## src/wake_pkg.sv

```systemverilog
// Shared constants and carrier types for the wakeup/kickstart power sequencer
package wake_pkg;

   // Power-on timeout in microseconds and the derived cycle count at 40 MHz
   localparam int unsigned POWER_ON_TIMEOUT_US  = 1000;
   localparam int unsigned CLK_RATE_MHZ         = 40;
   localparam int unsigned POWER_ON_TIMEOUT_CYC = POWER_ON_TIMEOUT_US * CLK_RATE_MHZ;

   // Reset values of the control state
   localparam logic RESET_POWER_DOWN_REQUEST = 1'b1;
   localparam logic RESET_FLAG               = 1'b0;

   // Sequencer states, one-hot
   typedef enum logic [3:0] {
      ST_OFF     = 4'b0001, // No supply, request released or held by hold select
      ST_WAIT    = 4'b0010, // Request driven, waiting for supply
      ST_ON      = 4'b0100, // Supply present, request held while not powering down
      ST_RELEASE = 4'b1000  // Request released, supply still present
   } seq_state_t;

   // Software controls presented as plain inputs
   typedef struct packed {
      logic alarm_power_enable;
      logic key_wake_int_enable;
      logic alarm_int_enable_alt;
      logic powered_down_hold_select;
      logic update_transfer_enable;
   } wake_ctrl_t;

   // Software flag writes: one-cycle strobes
   typedef struct packed {
      logic clear_alarm_match_flag;
      logic clear_key_wake_flag;
      logic set_power_down_request;
      logic clear_power_down_request;
   } wake_write_t;

   // Observable status
   typedef struct packed {
      logic       alarm_match_flag;
      logic       key_wake_flag;
      logic       power_down_request;
      seq_state_t state;
   } wake_status_t;

endpackage

```

## src/wake_power_ctrl.sv

```systemverilog
// Wakeup/kickstart power-control sequencer of a battery-backed clock
`timescale 1ns/1ps

module wake_power_ctrl
   import wake_pkg::*;
#(
   parameter int unsigned TIMEOUT_CYCLES = POWER_ON_TIMEOUT_CYC
) (
   // Clock and reset
   input  wire logic         sys_clk_in,
   input  wire logic         reset_n_in,
   // Pins from outside the clock domain
   input  wire logic         wake_key_input_n_in,
   input  wire logic         system_supply_ok_in,
   input  wire logic         power_fail_ok_in,
   // Calendar alarm comparison result, same clock domain
   input  wire logic         alarm_match_in,
   // Other interrupt sources of the device, same clock domain
   input  wire logic         other_int_pending_in,
   // Software controls and flag writes
   input  wire wake_ctrl_t   ctrl_in,
   input  wire wake_write_t  write_in,
   // Open-drain power request pin
   output logic              power_on_request_n_out,
   output logic              power_on_request_n_oe_out,
   // Open-drain interrupt pin
   output logic              interrupt_n_out,
   output logic              interrupt_n_oe_out,
   // Status
   output wake_status_t      status_out
);

   // Elaboration-time check of the timeout
   if (TIMEOUT_CYCLES < 2 || TIMEOUT_CYCLES > 32'h00ff_ffff) begin : g_bad_timeout
      $error("TIMEOUT_CYCLES out of range");
   end

   localparam int unsigned TW = $clog2(TIMEOUT_CYCLES + 1);
   localparam logic [TW-1:0] TIMEOUT_LAST = TW'(TIMEOUT_CYCLES - 1);

   typedef struct packed {
      seq_state_t  seq;
      logic [TW-1:0] timer;
      logic        alarm_match_flag;
      logic        key_wake_flag;
      logic        power_down_request;
      logic        alarm_match_d;
      logic        req_drive;
      logic        irq_drive;
   } ctrl_state_t;

   ctrl_state_t state_reg;
   ctrl_state_t state_next;

   logic key_fall;
   logic supply_raw;
   logic supply_up;
   logic fail_ok;

   // Next flag value; a hardware set beats a software clear in the same cycle
   function automatic logic flag_next(input logic flag,
                                      input logic set,
                                      input logic clear);
      logic result;
      result = flag;
      if (clear) begin
         result = 1'b0;
      end
      if (set) begin
         result = 1'b1;
      end
      return result;
   endfunction

   // Key pin synchroniser and edge detector
   key_sync u_key_sync (
      .sys_clk_in          (sys_clk_in),
      .reset_n_in          (reset_n_in),
      .wake_key_input_n_in (wake_key_input_n_in),
      .key_fall_out        (key_fall)
   );

   // Supply above the larger of battery and fail level
   supply_sync u_supply_sync (
      .sys_clk_in (sys_clk_in),
      .reset_n_in (reset_n_in),
      .level_in   (supply_raw),
      .level_out  (supply_up)
   );

   // Supply above the fail level alone
   supply_sync u_fail_sync (
      .sys_clk_in (sys_clk_in),
      .reset_n_in (reset_n_in),
      .level_in   (power_fail_ok_in),
      .level_out  (fail_ok)
   );

   assign supply_raw = system_supply_ok_in;

   // Event qualification
   logic alarm_rise;
   logic alarm_event;
   logic key_event;
   logic wake_event;
   logic flag_int;

   always_comb begin
      alarm_rise  = alarm_match_in & ~state_reg.alarm_match_d & ctrl_in.update_transfer_enable;
      alarm_event = alarm_rise & ctrl_in.alarm_power_enable;
      key_event   = key_fall & ctrl_in.key_wake_int_enable;
      wake_event  = alarm_event | key_event;
      flag_int    = (state_reg.alarm_match_flag & ctrl_in.alarm_int_enable_alt)
                  | (state_reg.key_wake_flag & ctrl_in.key_wake_int_enable);
   end

   // Sequencer, flags and pin drive
   always_comb begin
      state_next               = state_reg;
      state_next.alarm_match_d = alarm_match_in;

      state_next.alarm_match_flag = flag_next(state_reg.alarm_match_flag, alarm_rise,
                                              write_in.clear_alarm_match_flag);
      state_next.key_wake_flag    = flag_next(state_reg.key_wake_flag, key_fall,
                                              write_in.clear_key_wake_flag);

      if (write_in.set_power_down_request) begin
         state_next.power_down_request = 1'b1;
      end else if (write_in.clear_power_down_request) begin
         state_next.power_down_request = 1'b0;
      end

      unique case (state_reg.seq)
         ST_OFF: begin
            state_next.req_drive = ctrl_in.powered_down_hold_select;
            if (wake_event) begin
               state_next.seq       = ST_WAIT;
               state_next.req_drive = 1'b1;
               state_next.timer     = '0;
            end else if (supply_up) begin
               // Supply applied by other means
               state_next.seq = ST_RELEASE;
               state_next.req_drive = 1'b0;
            end
         end
         ST_WAIT: begin
            state_next.req_drive = 1'b1;
            if (supply_up) begin
               state_next.seq                = ST_ON;
               state_next.power_down_request = 1'b0;
            end else if (state_reg.timer == TIMEOUT_LAST) begin
               state_next.seq       = ST_OFF;
               state_next.req_drive = ctrl_in.powered_down_hold_select;
            end else begin
               state_next.timer = state_reg.timer + TW'(1);
            end
         end
         ST_ON: begin
            state_next.req_drive = ~state_reg.power_down_request;
            if (state_reg.power_down_request) begin
               state_next.seq = ST_RELEASE;
            end
         end
         ST_RELEASE: begin
            state_next.req_drive = 1'b0;
            if (wake_event) begin
               state_next.seq                = ST_ON;
               state_next.req_drive          = 1'b1;
               state_next.power_down_request = 1'b0;
            end else if (!supply_up) begin
               state_next.seq       = ST_OFF;
               state_next.req_drive = ctrl_in.powered_down_hold_select;
            end
         end
         default: begin
            state_next.seq       = ST_OFF;
            state_next.req_drive = 1'b0;
         end
      endcase

      // released when flags and others clear
      state_next.irq_drive = 1'b0;
      if (fail_ok && (state_reg.seq == ST_ON || state_reg.seq == ST_RELEASE)) begin
         state_next.irq_drive = flag_int | other_int_pending_in;
      end
      if (state_reg.seq == ST_WAIT && !supply_up) begin
         state_next.irq_drive = 1'b0;
      end
   end

   // State register
   always_ff @(posedge sys_clk_in or negedge reset_n_in) begin
      if (!reset_n_in) begin
         state_reg <= '{seq:                ST_OFF,
                        timer:              '0,
                        alarm_match_flag:   RESET_FLAG,
                        key_wake_flag:      RESET_FLAG,
                        power_down_request: RESET_POWER_DOWN_REQUEST,
                        alarm_match_d:      1'b0,
                        req_drive:          1'b0,
                        irq_drive:          1'b0};
      end else begin
         state_reg <= state_next;
      end
   end

   // Open-drain pins: output value low, enable when pulling
   assign power_on_request_n_out    = 1'b0;
   assign power_on_request_n_oe_out = state_reg.req_drive;
   assign interrupt_n_out           = 1'b0;
   assign interrupt_n_oe_out        = state_reg.irq_drive;

   // Status view
   assign status_out = '{alarm_match_flag:   state_reg.alarm_match_flag,
                         key_wake_flag:      state_reg.key_wake_flag,
                         power_down_request: state_reg.power_down_request,
                         state:              state_reg.seq};

endmodule

```

## src/key_sync.sv

```systemverilog
// Three-stage synchroniser and falling-edge detector for the wake key pin
`timescale 1ns/1ps
module key_sync
   import wake_pkg::*;
(
   // Clock and reset
   input  wire logic sys_clk_in,
   input  wire logic reset_n_in,
   // Pin and result
   input  wire logic wake_key_input_n_in,
   output logic      key_fall_out
);

   typedef struct packed {
      logic [2:0] sync;
      logic       level;
      logic       fall;
   } key_state_t;

   key_state_t state_reg;
   key_state_t state_next;

   // Shift samples; a change counts once stages two and three agree
   always_comb begin
      state_next       = state_reg;
      state_next.sync  = {state_reg.sync[1:0], wake_key_input_n_in};
      state_next.fall  = 1'b0;
      if (state_reg.sync[1] == state_reg.sync[2]) begin
         state_next.level = state_reg.sync[2];
         state_next.fall  = state_reg.level & ~state_reg.sync[2];
      end
   end

   // Pin idles high, so reset to high to avoid a false edge
   always_ff @(posedge sys_clk_in or negedge reset_n_in) begin
      if (!reset_n_in) begin
         state_reg <= '{sync: 3'h7, level: 1'b1, fall: 1'b0};
      end else begin
         state_reg <= state_next;
      end
   end

   assign key_fall_out = state_reg.fall;

endmodule

```

## src/supply_sync.sv

```systemverilog
// Three-stage synchroniser for a supply comparator level
`timescale 1ns/1ps
module supply_sync (
   // Clock and reset
   input  wire logic sys_clk_in,
   input  wire logic reset_n_in,
   // Raw comparator level and filtered level
   input  wire logic level_in,
   output logic      level_out
);

   typedef struct packed {
      logic [2:0] sync;
      logic       level;
   } sup_state_t;

   sup_state_t state_reg;
   sup_state_t state_next;

   // Accept a new level only when stages two and three agree
   always_comb begin
      state_next      = state_reg;
      state_next.sync = {state_reg.sync[1:0], level_in};
      if (state_reg.sync[1] == state_reg.sync[2]) begin
         state_next.level = state_reg.sync[2];
      end
   end

   // Supply assumed absent at reset
   always_ff @(posedge sys_clk_in or negedge reset_n_in) begin
      if (!reset_n_in) begin
         state_reg <= '{sync: 3'h0, level: 1'b0};
      end else begin
         state_reg <= state_next;
      end
   end

   assign level_out = state_reg.level;

endmodule

```

## config.mk

```make
export PLATFORM = sky130hd
export DESIGN_NAME = wake_power_ctrl
export DESIGN_NICKNAME = d
export VERILOG_FILES = /design/src/wake_pkg.sv /design/src/wake_power_ctrl.sv /design/src/key_sync.sv /design/src/supply_sync.sv
export SDC_FILE = /design/constraint.sdc
export NUM_CORES = 1
export LEC_CHECK = 0
export CAP_MARGIN = 15
export CELL_PAD_IN_SITES_DETAIL_PLACEMENT = 0
export CELL_PAD_IN_SITES_GLOBAL_PLACEMENT = 1
export CORE_AREA = 2 2 78 80
export CTS_CLUSTER_SIZE = 20
export DETAILED_ROUTE_END_ITERATION = 8
export DIE_AREA = 0 0 80 82
export DONT_BUFFER_PORTS = 1
export GPL_TIMING_DRIVEN = 0
export PLACE_DENSITY = 0.68
export SLEW_MARGIN = 20
export SYNTH_ARGS = -nofsm -noshare
export SYNTH_HDL_FRONTEND = slang
export SYNTH_HIERARCHICAL = 1
export SYNTH_SLANG_ARGS = --single-unit
```

## constraint.sdc

```tcl
create_clock -name sys_clk_in -period 1.89 [get_ports sys_clk_in]
set_input_delay 0.2835 -clock sys_clk_in [delete_from_list [all_inputs] [get_ports sys_clk_in]]
set_output_delay 0.2835 -clock sys_clk_in [all_outputs]
set_load 0.005 [all_outputs]
```

# Word-level counts from Yosys, hierarchy flattened
# Cells that the tools add are included.
[op_classes]
addsub = 1
n_eq_ne = 15
mux = 29
n_bitwise = 13
n_reduce_logical = 10
[op_table]
columns = ["op", "n"]
rows = [
  ["two-way mux 16 bit", 3],
  ["one-hot mux 16 bit (2 select lines)", 1],
  ["two-way mux 4 bit", 7],
  ["adder 16 x 1 -> 16 bit (second input constant)", 1],
  ["equality test 16 bit (second input constant)", 1],
  ["one-hot mux 4 bit (4 select lines)", 1],
  ["two-way mux 1 bit", 15],
  ["!= test 2 bit (second input constant)", 4],
  ["AND reduction 4 bit", 2],
  ["bitwise AND 1 bit", 7],
  ["!= test 3 x 2 -> 1 bit (second input constant)", 2],
  ["nonzero test 2 bit", 3],
  ["equality test 4 x 1 -> 1 bit (second input constant)", 1],
  ["equality test 4 x 2 -> 1 bit (second input constant)", 1],
  ["equality test 4 x 3 -> 1 bit (second input constant)", 1],
  ["equality test 4 bit (second input constant)", 1],
  ["equality test 1 bit", 3],
  ["!= test 3 bit (second input constant)", 1],
  ["inverter 1 bit", 3],
  ["OR 1 bit", 3],
  ["one-hot mux 1 bit (3 select lines)", 1],
  ["logical AND 1 bit", 2],
  ["one-hot mux 1 bit (2 select lines)", 1],
  ["OR reduction 2 bit", 1],
  ["2 further kinds", 2],
]
[word_totals]
register_bits = 39
word_cells = 83

# Longest topological paths before layout
# Gate-level depths: netlist of run 1.
[logic_depth]
word_depth = 7
mapped_depth = 7
depth_no_buf = 6

# Cells and area by module
# The synthesis of run 1 kept the hierarchy.
[by_module_without_submodules]
columns = ["module", "n_inst", "cells_each", "area_each_um2", "seq_area_each_um2"]
rows = [
  ["wake_power_ctrl", 1, 171, 1567.8, 653.1],
  ["supply_sync", 2, 5, 111.4, 100.1],
  ["key_sync", 1, 7, 148.9, 130.1],
]

# Worst setup path after synthesis of run 1
# OpenSTA, ideal clock, no wires.
[synth_path]
kind = "register -> register"
startpoint = "register state_reg[6] (netlist name)"
endpoint = "register state_reg[13] (netlist name)"
t_arrival_ns = 1.576
required_ns = 1.795
path_slack_ns = 0.218
path_stages_with_launch = 8
synth_period_minus_slack_ns = 1.672
path_cell_list = "dfrtp_1 > ha_1 > nor4bb_1 > nand4_2 > a2bb2oi_4 > buf_6 > o21ai_1 > o31ai_1"
[synth_between]
elab_chain_len = 4
[synth_lines]
columns = ["item", "line", "text"]
rows = [
  ["from (decl)", "wake_power_ctrl.sv:52", "ctrl_state_t state_reg;"],
  ["from (signal assigned)", "wake_power_ctrl.sv:194", "state_reg <= '{seq: ST_OFF,"],
  ["from (signal assigned)", "wake_power_ctrl.sv:203", "state_reg <= state_next;"],
  ["adder 16 x 1 -> 16 bit", "wake_power_ctrl.sv:155", "state_next.timer = state_reg.timer + TW'(1);"],
  ["two-way mux 16 bit", "wake_power_ctrl.sv:151", "end else if (state_reg.timer == TIMEOUT_LAST) begin"],
  ["two-way mux 16 bit", "wake_power_ctrl.sv:148", "if (supply_up) begin"],
  ["one-hot mux 16 bit (2 select lines)", "wake_power_ctrl.sv:133", "unique case (state_reg.seq)"],
]
# Parallel ways exist; a longest one is shown, timed or not. The select of a mux whose other input is x is not followed.
# A chain may end at the register's enable or synchronous reset.

# Worst setup path in the final report of run 1
[layout_path]
startpoint = "register state_reg (netlist bit status_out[3])"
endpoint = "register state_reg[13] (netlist name)"
[layout_between]
elab_chain_len = 3
[layout_lines]
columns = ["item", "line"]
rows = [
  ["equality test 4 x 2 -> 1 bit / equality test 4 x 1 -> 1 bit (equally long branches)", "wake_power_ctrl.sv:133"],
  ["!= test 2 bit (no line) / nonzero test 2 bit (equally long branches)", "-"],
  ["AND reduction 4 bit (no line)", "-"],
]
# Parallel ways exist; a longest one is shown, timed or not.

==> results of run 1 <==
## where the power goes
part           internal (mW)  switching (mW)  total, mW
clock network          0.298           0.309      0.607
logic                  0.407           0.341      0.749
registers               1.01           0.183       1.19
total                   1.71           0.833       2.54
## cell usage after synthesis (all sizes together)
cell,instances
nand4,6
dfstp,6
nor2,10
ha,1
xnor2,2
a21oi,8
xor2,2
and3,2
mux2i,2
clkbuf,1
o31ai,5
a2bb2oi,1
a22o,2
or3b,1
or4b,1
a21o,3
or2b,1
nor4bb,1
conb,1
a221oi,1
o22ai,1
nor4,1
maj3,3
nor3b,3
nand2,11
and2,2
and2b,1
nand3b,1
and4,2
dfrtp,33
nand3,12
o21ai,22
nor2b,3
a32oi,1
inv,9
nor3,4
a31oi,8
buf,14
## logic make-up (layout without fill, tap and decap cells)
kind of cell             after synthesis  after routing  synth area share [%]
AND/OR/NAND/NOR                       62             62                  18.7
adder cells (fa/ha/maj)                4              4                  2.39
other                                  1              2                 0.193
multiplexers                           2              2                  1.03
AO/OA/AOI/OAI                         52             52                  17.5
XOR/XNOR                               4              4                  1.81
flip-flops                            39             39                  50.7
buffers and inverters                 24             45                  7.68
## worst min path at each step
stage | startpoint | to | slack, ns | depth (start not counted)
global route | ctrl_in[0] | status_out[6]$_DFFE_PN0P_ | 0.12 | 1
CTS | ctrl_in[0] | status_out[6]$_DFFE_PN0P_ | 0.11 | 1
global placement | reset_n_in | state_reg[15]$_DFFE_PN0P_ | -0.01 | 0
floorplan | reset_n_in | interrupt_n_oe_out$_DFF_PN0_ | -0.01 | 0
finish | ctrl_in[0] | status_out[6]$_DFFE_PN0P_ | 0.12 | 1
detailed placement | reset_n_in | state_reg[17]$_DFFE_PN0P_ | -0.01 | 0
## per-layer routing
layer	share of wire (%)	up-vias	global-route usage, %
met1	48	693	17.7
met4	1.6	0	5.42
met3	3.4	7	3.41
met5	0	-	0
met2	47	25	21.5
li1	-	714	-
## worst max-delay path: stages, from the launching register on
cell and delay (ns):
sky130_fd_sc_hd__dfrtp_1 0.40, sky130_fd_sc_hd__buf_6 0.13, sky130_fd_sc_hd__or4b_4 0.55, sky130_fd_sc_hd__a2bb2oi_4 0.19, sky130_fd_sc_hd__buf_6 0.15, sky130_fd_sc_hd__o21ai_1 0.13, sky130_fd_sc_hd__o31ai_1 0.08
## cell type report
type	count	area (um^2)
buffer	15	116
clock buffer	6	82.6
clock inverter	2	16.3
fill	585	3460
inverter	9	33.8
multi-input combinational	126	835
sequential	39	985
tap	75	93.8
timing repair buffer	13	123
## timing repair
item | 4_1_cts | 5_1_grt
hold endpoints to repair | 43 | 0
pin swaps | 2 | 3
setup endpoints to repair | 10 | 17
hold buffers | 6 | 0
resized for setup | 1 | 7
setup buffers | 2 | 6
==> flow_summary.json, run 1 <==
{
  "outcome": "finished, final reports clean",
  "final_cell_count_no_fill": 285,
  "start_util_pct": 33.8,
  "die_width_um": 80,
  "number_of_global_route_vias_before_repair": 1350,
  "most_common_cell_after_layout_fill_and_taps_aside": "sky130_fd_sc_hd__dfrtp_1",
  "dieArea_mm2": 0.00656,
  "drv_slew": 0,
  "p_leak_nw": 0.994,
  "fin_crit_sh_pct": 92.9,
  "wl_um": 3970,
  "ys_seq_area_share_pct": 50.7,
  "groute.usage.overall_pct": 13.5,
  "largest_register_ff_count": 17,
  "routabilityCongestion": 0.794,
  "post-route-util_pct": 39.8,
  "critPathArrivalTime_ns": 1.93,
  "grt_remaining_overflow": 0,
  "timing_worst_slew_pin_value_ns": 0.690,
  "critical_path_required_ns": 2.06,
  "totalNegativeSetupSlack_ns": 0,
  "die-height_um": 82,
  "h-tree-depth": 2,
  "clk_root_buffer_cell": "sky130_fd_sc_hd__clkbuf_8",
  "setup_slack_ns": 0.133,
  "r2r_slack_ns": 0.13,
  "diodes": 0,
  "synth.top_cells.by_area": "sky130_fd_sc_hd__dfrtp_1 43%, sky130_fd_sc_hd__dfstp_2 8.1%, sky130_fd_sc_hd__o21ai_1 4.4%, sky130_fd_sc_hd__buf_4 3.5%, sky130_fd_sc_hd__nand3_1 3.1%",
  "tritoncts": "done",
  "share_of_the_synthesized_area_in_the_top_cell_type_pct": 42.6,
  "r2r_end": "state_reg[13]$_DFFE_PN0P_",
  "final_cell_mix": "32 x sky130_fd_sc_hd__dfrtp_1, 17 x sky130_fd_sc_hd__o21ai_1, 16 x sky130_fd_sc_hd__buf_4, 12 x sky130_fd_sc_hd__nand3_1, 11 x sky130_fd_sc_hd__nand2_1",
  "design.final.nets": 226,
  "placed_area_mm2": 0.00204,
  "number_of_drc_markers_after_the_initial_detailed_route_iteration": 77,
  "cellPowerDensity_mw_per_mm2": 1110,
  "period_needed_ns": 1.76,
  "dp.final_hpwl_um": 2660,
  "synthesis.instances": 188,
  "irDropWorstVdd_uv": 472,
  "timing.final.setup_violations": 0,
  "yosys_warnings": 6,
  "remaining_drc_errors": 0,
  "cp-startpoint": "status_out[3]$_DFFE_PN0P_",
  "crit_reg_reg_startpoint": "status_out[3]$_DFFE_PN0P_",
  "post_synth.cell_area_avg_um2": 10.3,
  "core_region_area_mm2": 0.00575,
  "leading_area_contributor_after_synthesis": "sky130_fd_sc_hd__dfrtp_1",
  "placement.setup.worst_slack_ns": -0.0668,
  "finalClockSkew_ns": 0.00777,
  "cts-buffers-inserted": 5,
  "dr.pass1.iters": 4,
  "report.final.hold_viol_count": 0,
  "worstSetupPathType": "reg -> reg",
  "timing.reg2reg.worst_path_depth": 6,
  "cts_sinks": 39,
  "placementRows": 28,
  "clock.fmax_mhz": 569,
  "drive_above_1_share_pct": 25.7,
  "postRouteAntennaNets": 0,
  "seq_cells_post_synth": 39,
  "setup.worst_path.start_class": "flop",
  "place.detailed.instances": 264,
  "critical_path_peak_fanout": 10,
  "synthesis.area_mm2": 0.00194,
  "critical_path.endpoint_type": "flop",
  "rsz0062_at_grt": "false",
  "cap_violations": 0,
  "capture_point_of_the_worst_path": "state_reg[13]$_DFFE_PN0P_",
  "final_design_area_excluding_fillers_mm2": 0.00228,
  "port_buffers": 0,
  "route.detailed.vias_per_inst": 5.05,
  "grt_start_max_net_pins": 40,
  "layout-area-overhead-vs-synth_pct": 17.8,
  "max_slew_margin_pct": 54.0,
  "initial_antenna_violation_count": 0,
  "clkSlewWorstSetupHoldPaths_ns": 0.08,
  "clk_path_buf_depth": 2,
  "finalPower_mw": 2.54,
  "yosysUniqueCellTypes": 45,
  "design.portCount": 27,
  "grt_first_pass_wirelength_um": 6740,
  "hold_class": "in -> reg",
  "routed-via-count": 1439,
  "detail_route.wl_per_cell_um": 13.9,
  "fin_hold_ws_ns": 0.115,
  "clk_latency_ns": 0.30
}
Power figures use the tool's default switching activity.
==> run 2, diff against run 1 <==
- GPL_TIMING_DRIVEN: 0 -> default
==> run 2 against run 1 <==
Compared with the run above: clock skew shrank 0.0021 ns; clock power grew 19%; via count shrank 3.5%; cell area shrank 2.4%; register-to-register slack is essentially flat; non-clock buffer count shrank 7; flip-flop and latch count is the same.
==> flow_summary.json, run 2 (synthesized netlist as in run 1, its figures left out) <==
{
  "outcome": "finished, final reports clean",
  "grt_start_max_net_pins": 40,
  "met1_length_um": 1880,
  "rsz0062_at_grt": "false",
  "die_width_um": 80,
  "cellPowerDensity_mw_per_mm2": 1150,
  "start_util_pct": 33.8,
  "fin_crit_sh_pct": 93.3,
  "combPwrFrac_pct": 26.4,
  "cap_violations": 0,
  "switchingPower_uw": 818,
  "core_region_area_mm2": 0.00575,
  "top_layer_used": "met4",
  "clk_latency_ns": 0.30,
  "detail_route.wl_per_cell_um": 14.1,
  "num-fill-cells": 588,
  "timing.reg2reg.worst_path_depth": 5,
  "clock.fmax_mhz": 567,
  "met3_length_um": 193,
  "worst_path_cell_with_the_longest_stage_delay": "sky130_fd_sc_hd__dfstp_2",
  "wl_um": 3930,
  "worstSetupPathType": "reg -> reg",
  "switching_share_pct": 32.0,
  "h-tree-depth": 2,
  "cts-buffers-inserted": 5,
  "worst-path-buf-inv": 1,
  "routed-via-count": 1388,
  "design.final.nets": 219,
  "initial_antenna_violation_count": 0,
  "path_delay_family": "flip-flops",
  "drv_slew": 0,
  "final_cell_mix": "33 x sky130_fd_sc_hd__dfrtp_1, 17 x sky130_fd_sc_hd__o21ai_1, 15 x sky130_fd_sc_hd__buf_4, 12 x sky130_fd_sc_hd__nand3_1, 11 x sky130_fd_sc_hd__nand2_1",
  "critical_path.endpoint_type": "flop",
  "number_of_drc_markers_after_the_initial_detailed_route_iteration": 92,
  "routabilityCongestion": 0.780,
  "detailroute.wirelength.met2_um": 1790,
  "grt_remaining_overflow": 0,
  "irDropWorstVdd_uv": 436,
  "drive_above_1_share_pct": 21.7,
  "clkSlewWorstSetupHoldPaths_ns": 0.08,
  "dr.pass1.iters": 4,
  "grt_first_pass_wirelength_um": 6630,
  "timing.final.setup_violations": 0,
  "diodes": 0,
  "critical_path_peak_fanout": 5,
  "dieArea_mm2": 0.00656,
  "crit_reg_reg_startpoint": "status_out[0]$_DFFE_PN1P_",
  "power_frac_seq_pct": 45.3,
  "layout-area-overhead-vs-synth_pct": 15.0,
  "postRouteAntennaNets": 0,
  "route.detailed.vias_per_inst": 4.99,
  "tritoncts": "done",
  "clock_power_share_pct": 28.4,
  "path_cells": "or4b_4 > a2bb2oi_4 > buf_4 > a21oi_4 > mux2i_1",
  "placementRows": 28,
  "capture_point_of_the_worst_path": "state_reg[7]$_DFFE_PN0P_",
  "critPathMaxStageDelay_ns": 0.53,
  "remaining_drc_errors": 0,
  "hold_class": "in -> reg",
  "die-height_um": 82,
  "setup.worst_path.start_class": "flop",
  "design.portCount": 27,
  "largest_register_ff_count": 17,
  "holdPathStages": 1,
  "clk_root_buffer_cell": "sky130_fd_sc_hd__clkbuf_8",
  "worst-path-stages": 5,
  "groute.usage.overall_pct": 13.5,
  "dp.final_hpwl_um": 2710,
  "finalPower_mw": 2.55,
  "report.final.hold_viol_count": 0,
  "critPathArrivalTime_ns": 1.98,
  "cp-startpoint": "status_out[0]$_DFFE_PN1P_",
  "period_needed_ns": 1.76,
  "post-route-util_pct": 38.8,
  "r2r_end": "state_reg[7]$_DFFE_PN0P_",
  "internal_power_mw": 1.74,
  "totalNegativeSetupSlack_ns": 0,
  "critical_path_required_ns": 2.11,
  "finalClockSkew_ns": 0.00563,
  "cts_sinks": 39,
  "clk_path_buf_depth": 2,
  "r2r_slack_ns": 0.13,
  "number_of_global_route_vias_before_repair": 1380,
  "most_common_cell_after_layout_fill_and_taps_aside": "sky130_fd_sc_hd__dfrtp_1",
  "port_buffers": 0,
  "p_leak_nw": 0.970
}
==> run 2: metrics by stage <==
step	cell area (um^2)	instances	hold slack [ns]	setup slack [ns]
6_report	2230	278	0.122	0.126
5_1_grt	2230	278	0.120	0.0335
4_1_cts	2210	277	0.00150	0.0827
3_5_place_dp	2030	264	-0.0112	0.117
3_3_place_gp	2030	264	-0.0112	0.158
2_1_floorplan	1940	189	-0.0121	0.218
==> run 2: power by group through the flow <==
stage	clock, mW	sequential [mW]	combinational [mW]
final	0.724	1.16	0.673
after global routing	0.777	1.19	0.756
after CTS	0.754	1.15	0.677
after detailed placement	0	1.17	0.641
after global placement	0	1.17	0.642
after floorplan	0	1.15	0.541
==> run 2: timing repair <==
item                       in CTS  in global routing
hold buffers                    5                  1
setup endpoints to repair       0                 13
buffers inserted                0                  0
gates resized for setup         0                  2
hold endpoints to repair       42                  1
==> run 2: how the worst min path moves through the flow <==
stage | slack (ns) | from | end
2_1_floorplan | -0.01 | reset_n_in | interrupt_n_oe_out$_DFF_PN0_
3_3_place_gp | -0.01 | reset_n_in | state_reg[8]$_DFFE_PN0P_
3_5_place_dp | -0.01 | reset_n_in | state_reg[8]$_DFFE_PN0P_
4_1_cts | 0.001 | alarm_match_in | state_reg[2]$_DFF_PN0_
5_1_grt | 0.12 | ctrl_in[0] | status_out[6]$_DFFE_PN0P_
6_report | 0.12 | ctrl_in[0] | status_out[6]$_DFFE_PN0P_
==> run 2: routing by layer <==
layer,track usage (%),vias to the layer above
li1,-,695
met1,17.1,656
met2,22.1,31
met3,3.63,6
met4,5.08,0
met5,0,-
==> run 2: layout make-up <==
| class | count | area (um^2) | share of cell area (%) |
|---|---|---|---|
| sequential | 39 | 983 | 44.1 |
| multi-input combinational | 126 | 820 | 36.8 |
| timing repair buffer | 21 | 183 | 8.19 |
| tap | 75 | 93.8 | 4.21 |
| clock buffer | 5 | 68.8 | 3.09 |
| clock inverter | 3 | 47.5 | 2.13 |
| inverter | 9 | 33.8 | 1.52 |
==> run 3, diff against run 2 <==
- CAP_MARGIN: 15 -> default
- SETUP_SLACK_MARGIN: default -> 0.5
==> run 3 against run 2 <==
Compared with the run above: sequential share of layout area shrank 3.8 points; clock skew is 0.0031 ns higher; worst setup slack improved by 0.024 ns; clock power decreased by 2%; non-clock buffer count rose by 13; die area is the same; routed wire length is 6.4% higher; global-route usage rose by 0.58 points; critical path type unchanged; register-to-register slack gained 0.02 ns; cell area is 9.8% higher; largest cell class unchanged; worst hold slack got worse by 0.0037 ns; sequential power grew 4%.
==> flow_summary.json, run 3 (synthesized netlist as in run 1, its figures left out) <==
{
  "fin_crit_sh_pct": 92.1,
  "dp.final_hpwl_um": 2780,
  "cts_sinks": 39,
  "rsz0062_at_grt": "true",
  "route.detailed.vias_per_inst": 5.16,
  "initial_antenna_violation_count": 0,
  "report.final.hold_viol_count": 0,
  "grt_start_max_net_pins": 40,
  "grt_first_pass_wirelength_um": 7240,
  "routabilityCongestion": 0.766,
  "critical_path_peak_fanout": 5,
  "cts-buffers-inserted": 5,
  "worst_path_cell_with_the_longest_stage_delay": "sky130_fd_sc_hd__dfstp_2",
  "min-delay-start": "ctrl_in[0]",
  "critPathArrivalTime_ns": 1.91,
  "terminating_pin_of_the_worst_hold_path": "status_out[6]$_DFFE_PN0P_",
  "diodes": 0,
  "holdPathStages": 1,
  "totalNegativeSetupSlack_ns": 0,
  "crit_reg_reg_startpoint": "status_out[0]$_DFFE_PN1P_",
  "worstSetupPathType": "reg -> reg",
  "p_leak_nw": 1.05,
  "hold_class": "in -> reg",
  "finalClockSkew_ns": 0.00874,
  "place.detailed.instances": 264,
  "largest_register_ff_count": 17,
  "number_of_drc_markers_after_the_initial_detailed_route_iteration": 76,
  "most_common_cell_after_layout_fill_and_taps_aside": "sky130_fd_sc_hd__dfrtp_1",
  "core_region_area_mm2": 0.00575,
  "cellPowerDensity_mw_per_mm2": 1130,
  "clk_root_buffer_cell": "sky130_fd_sc_hd__clkbuf_8",
  "h-tree-depth": 2,
  "outcome": "finished, final reports clean",
  "timing.final.setup_violations": 0,
  "final_cell_mix": "31 x sky130_fd_sc_hd__dfrtp_1, 25 x sky130_fd_sc_hd__buf_4, 12 x sky130_fd_sc_hd__nand3_1",
  "dr.pass1.iters": 4,
  "period_needed_ns": 1.74,
  "wl_um": 4180,
  "drive_above_1_share_pct": 35.2,
  "path_cells": "or4b_4 > a2bb2oi_4 > buf_6 > buf_4 > o21ai_2 > o31ai_1",
  "layout-area-overhead-vs-synth_pct": 26.3,
  "postRouteAntennaNets": 0,
  "drv_slew": 0,
  "irDropWorstVdd_uv": 423,
  "grt_remaining_overflow": 0,
  "design.final.nets": 232,
  "die_width_um": 80,
  "final_cell_count_no_fill": 291,
  "clkSlewWorstSetupHoldPaths_ns": 0.08,
  "detail_route.wl_per_cell_um": 14.4,
  "design.portCount": 27,
  "routed-via-count": 1503,
  "critical_path_required_ns": 2.06,
  "port_buffers": 0,
  "start_util_pct": 33.8,
  "timing.reg2reg.worst_path_depth": 6,
  "tritoncts": "done",
  "clk_path_buf_depth": 2,
  "clk_latency_ns": 0.29,
  "r2r_slack_ns": 0.15,
  "clock.fmax_mhz": 575,
  "critical_path.endpoint_type": "flop",
  "remaining_drc_errors": 0,
  "setup.worst_path.start_class": "flop",
  "groute.usage.overall_pct": 14.1,
  "post-route-util_pct": 42.6,
  "cap_violations": 0,
  "number_of_global_route_vias_before_repair": 1503,
  "placementRows": 28,
  "r2r_end": "state_reg[17]$_DFFE_PN0P_",
  "die-height_um": 82,
  "critPathMaxStageDelay_ns": 0.53,
  "dieArea_mm2": 0.00656
}
==> run 3: how the worst max path moves through the flow <==
stage	from	to	slack [ns]
2_1_floorplan	status_out[0]$_DFFE_PN1P_	state_reg[13]$_DFFE_PN0P_	0.24
4_1_cts	status_out[0]$_DFFE_PN1P_	state_reg[7]$_DFFE_PN0P_	0.17
6_report	status_out[0]$_DFFE_PN1P_	state_reg[17]$_DFFE_PN0P_	0.15
3_3_place_gp	state_reg[6]$_DFFE_PN0P_	state_reg[7]$_DFFE_PN0P_	0.16
5_1_grt	state_reg[12]$_DFFE_PN0P_	state_reg[12]$_DFFE_PN0P_	0.1
3_5_place_dp	status_out[0]$_DFFE_PN1P_	state_reg[7]$_DFFE_PN0P_	0.15
==> run 3: critical path: cells and delay by family (launching register included) <==
| kind | cells | cell delay (ns) |
|---|---|---|
| compound gates | 3 | 0.35 |
| buf+inv | 2 | 0.26 |
| flops | 1 | 0.53 |
| simple gates | 1 | 0.47 |
==> run 3: where the power goes <==
| part | internal, mW | leakage [nW] | total [mW] | switching [mW] |
|---|---|---|---|---|
| combinational | 0.442 | 0.499 | 0.841 | 0.399 |
| sequential | 1.01 | 0.492 | 1.21 | 0.198 |
| clock | 0.400 | 0.0587 | 0.709 | 0.309 |
==> run 3: repair_timing <==
item	in CTS	in global routing
hold buffers	6	0
resized for setup	12	16
setup buffers	8	5
endpoints found under the hold margin	43	0
endpoints found under the setup margin	20	21
pin swaps	7	5
==> run 3: per-stage QoR <==
step	hold WS, ns	worst slack (ns)	total power [mW]	cell area [um^2]
after floorplan	-0.0121	0.235	1.70	1960
after global placement	-0.0108	0.162	1.85	2050
after detailed placement	-0.0112	0.152	1.85	2050
after CTS	0.115	0.170	2.70	2340
after global routing	0.129	0.0989	2.93	2450
final	0.118	0.150	2.76	2450
==> run 3: cell type report <==
cell class | instances | area, um^2
well taps | 75 | 93.8
inverters | 9 | 33.8
multi-input cells | 126 | 927
flip-flops and latches | 39 | 986
clock inverters | 3 | 47.5
repair buffers | 34 | 292
clock buffers | 5 | 68.8
fillers | 559 | 3300
==> run 3: metal layers <==
metal | GRT usage (%) | routed length, um
met4 | 4.58 | 44
met1 | 18.9 | 1960
met2 | 22.9 | 2020
met3 | 2.75 | 153
met5 | 0 | 0
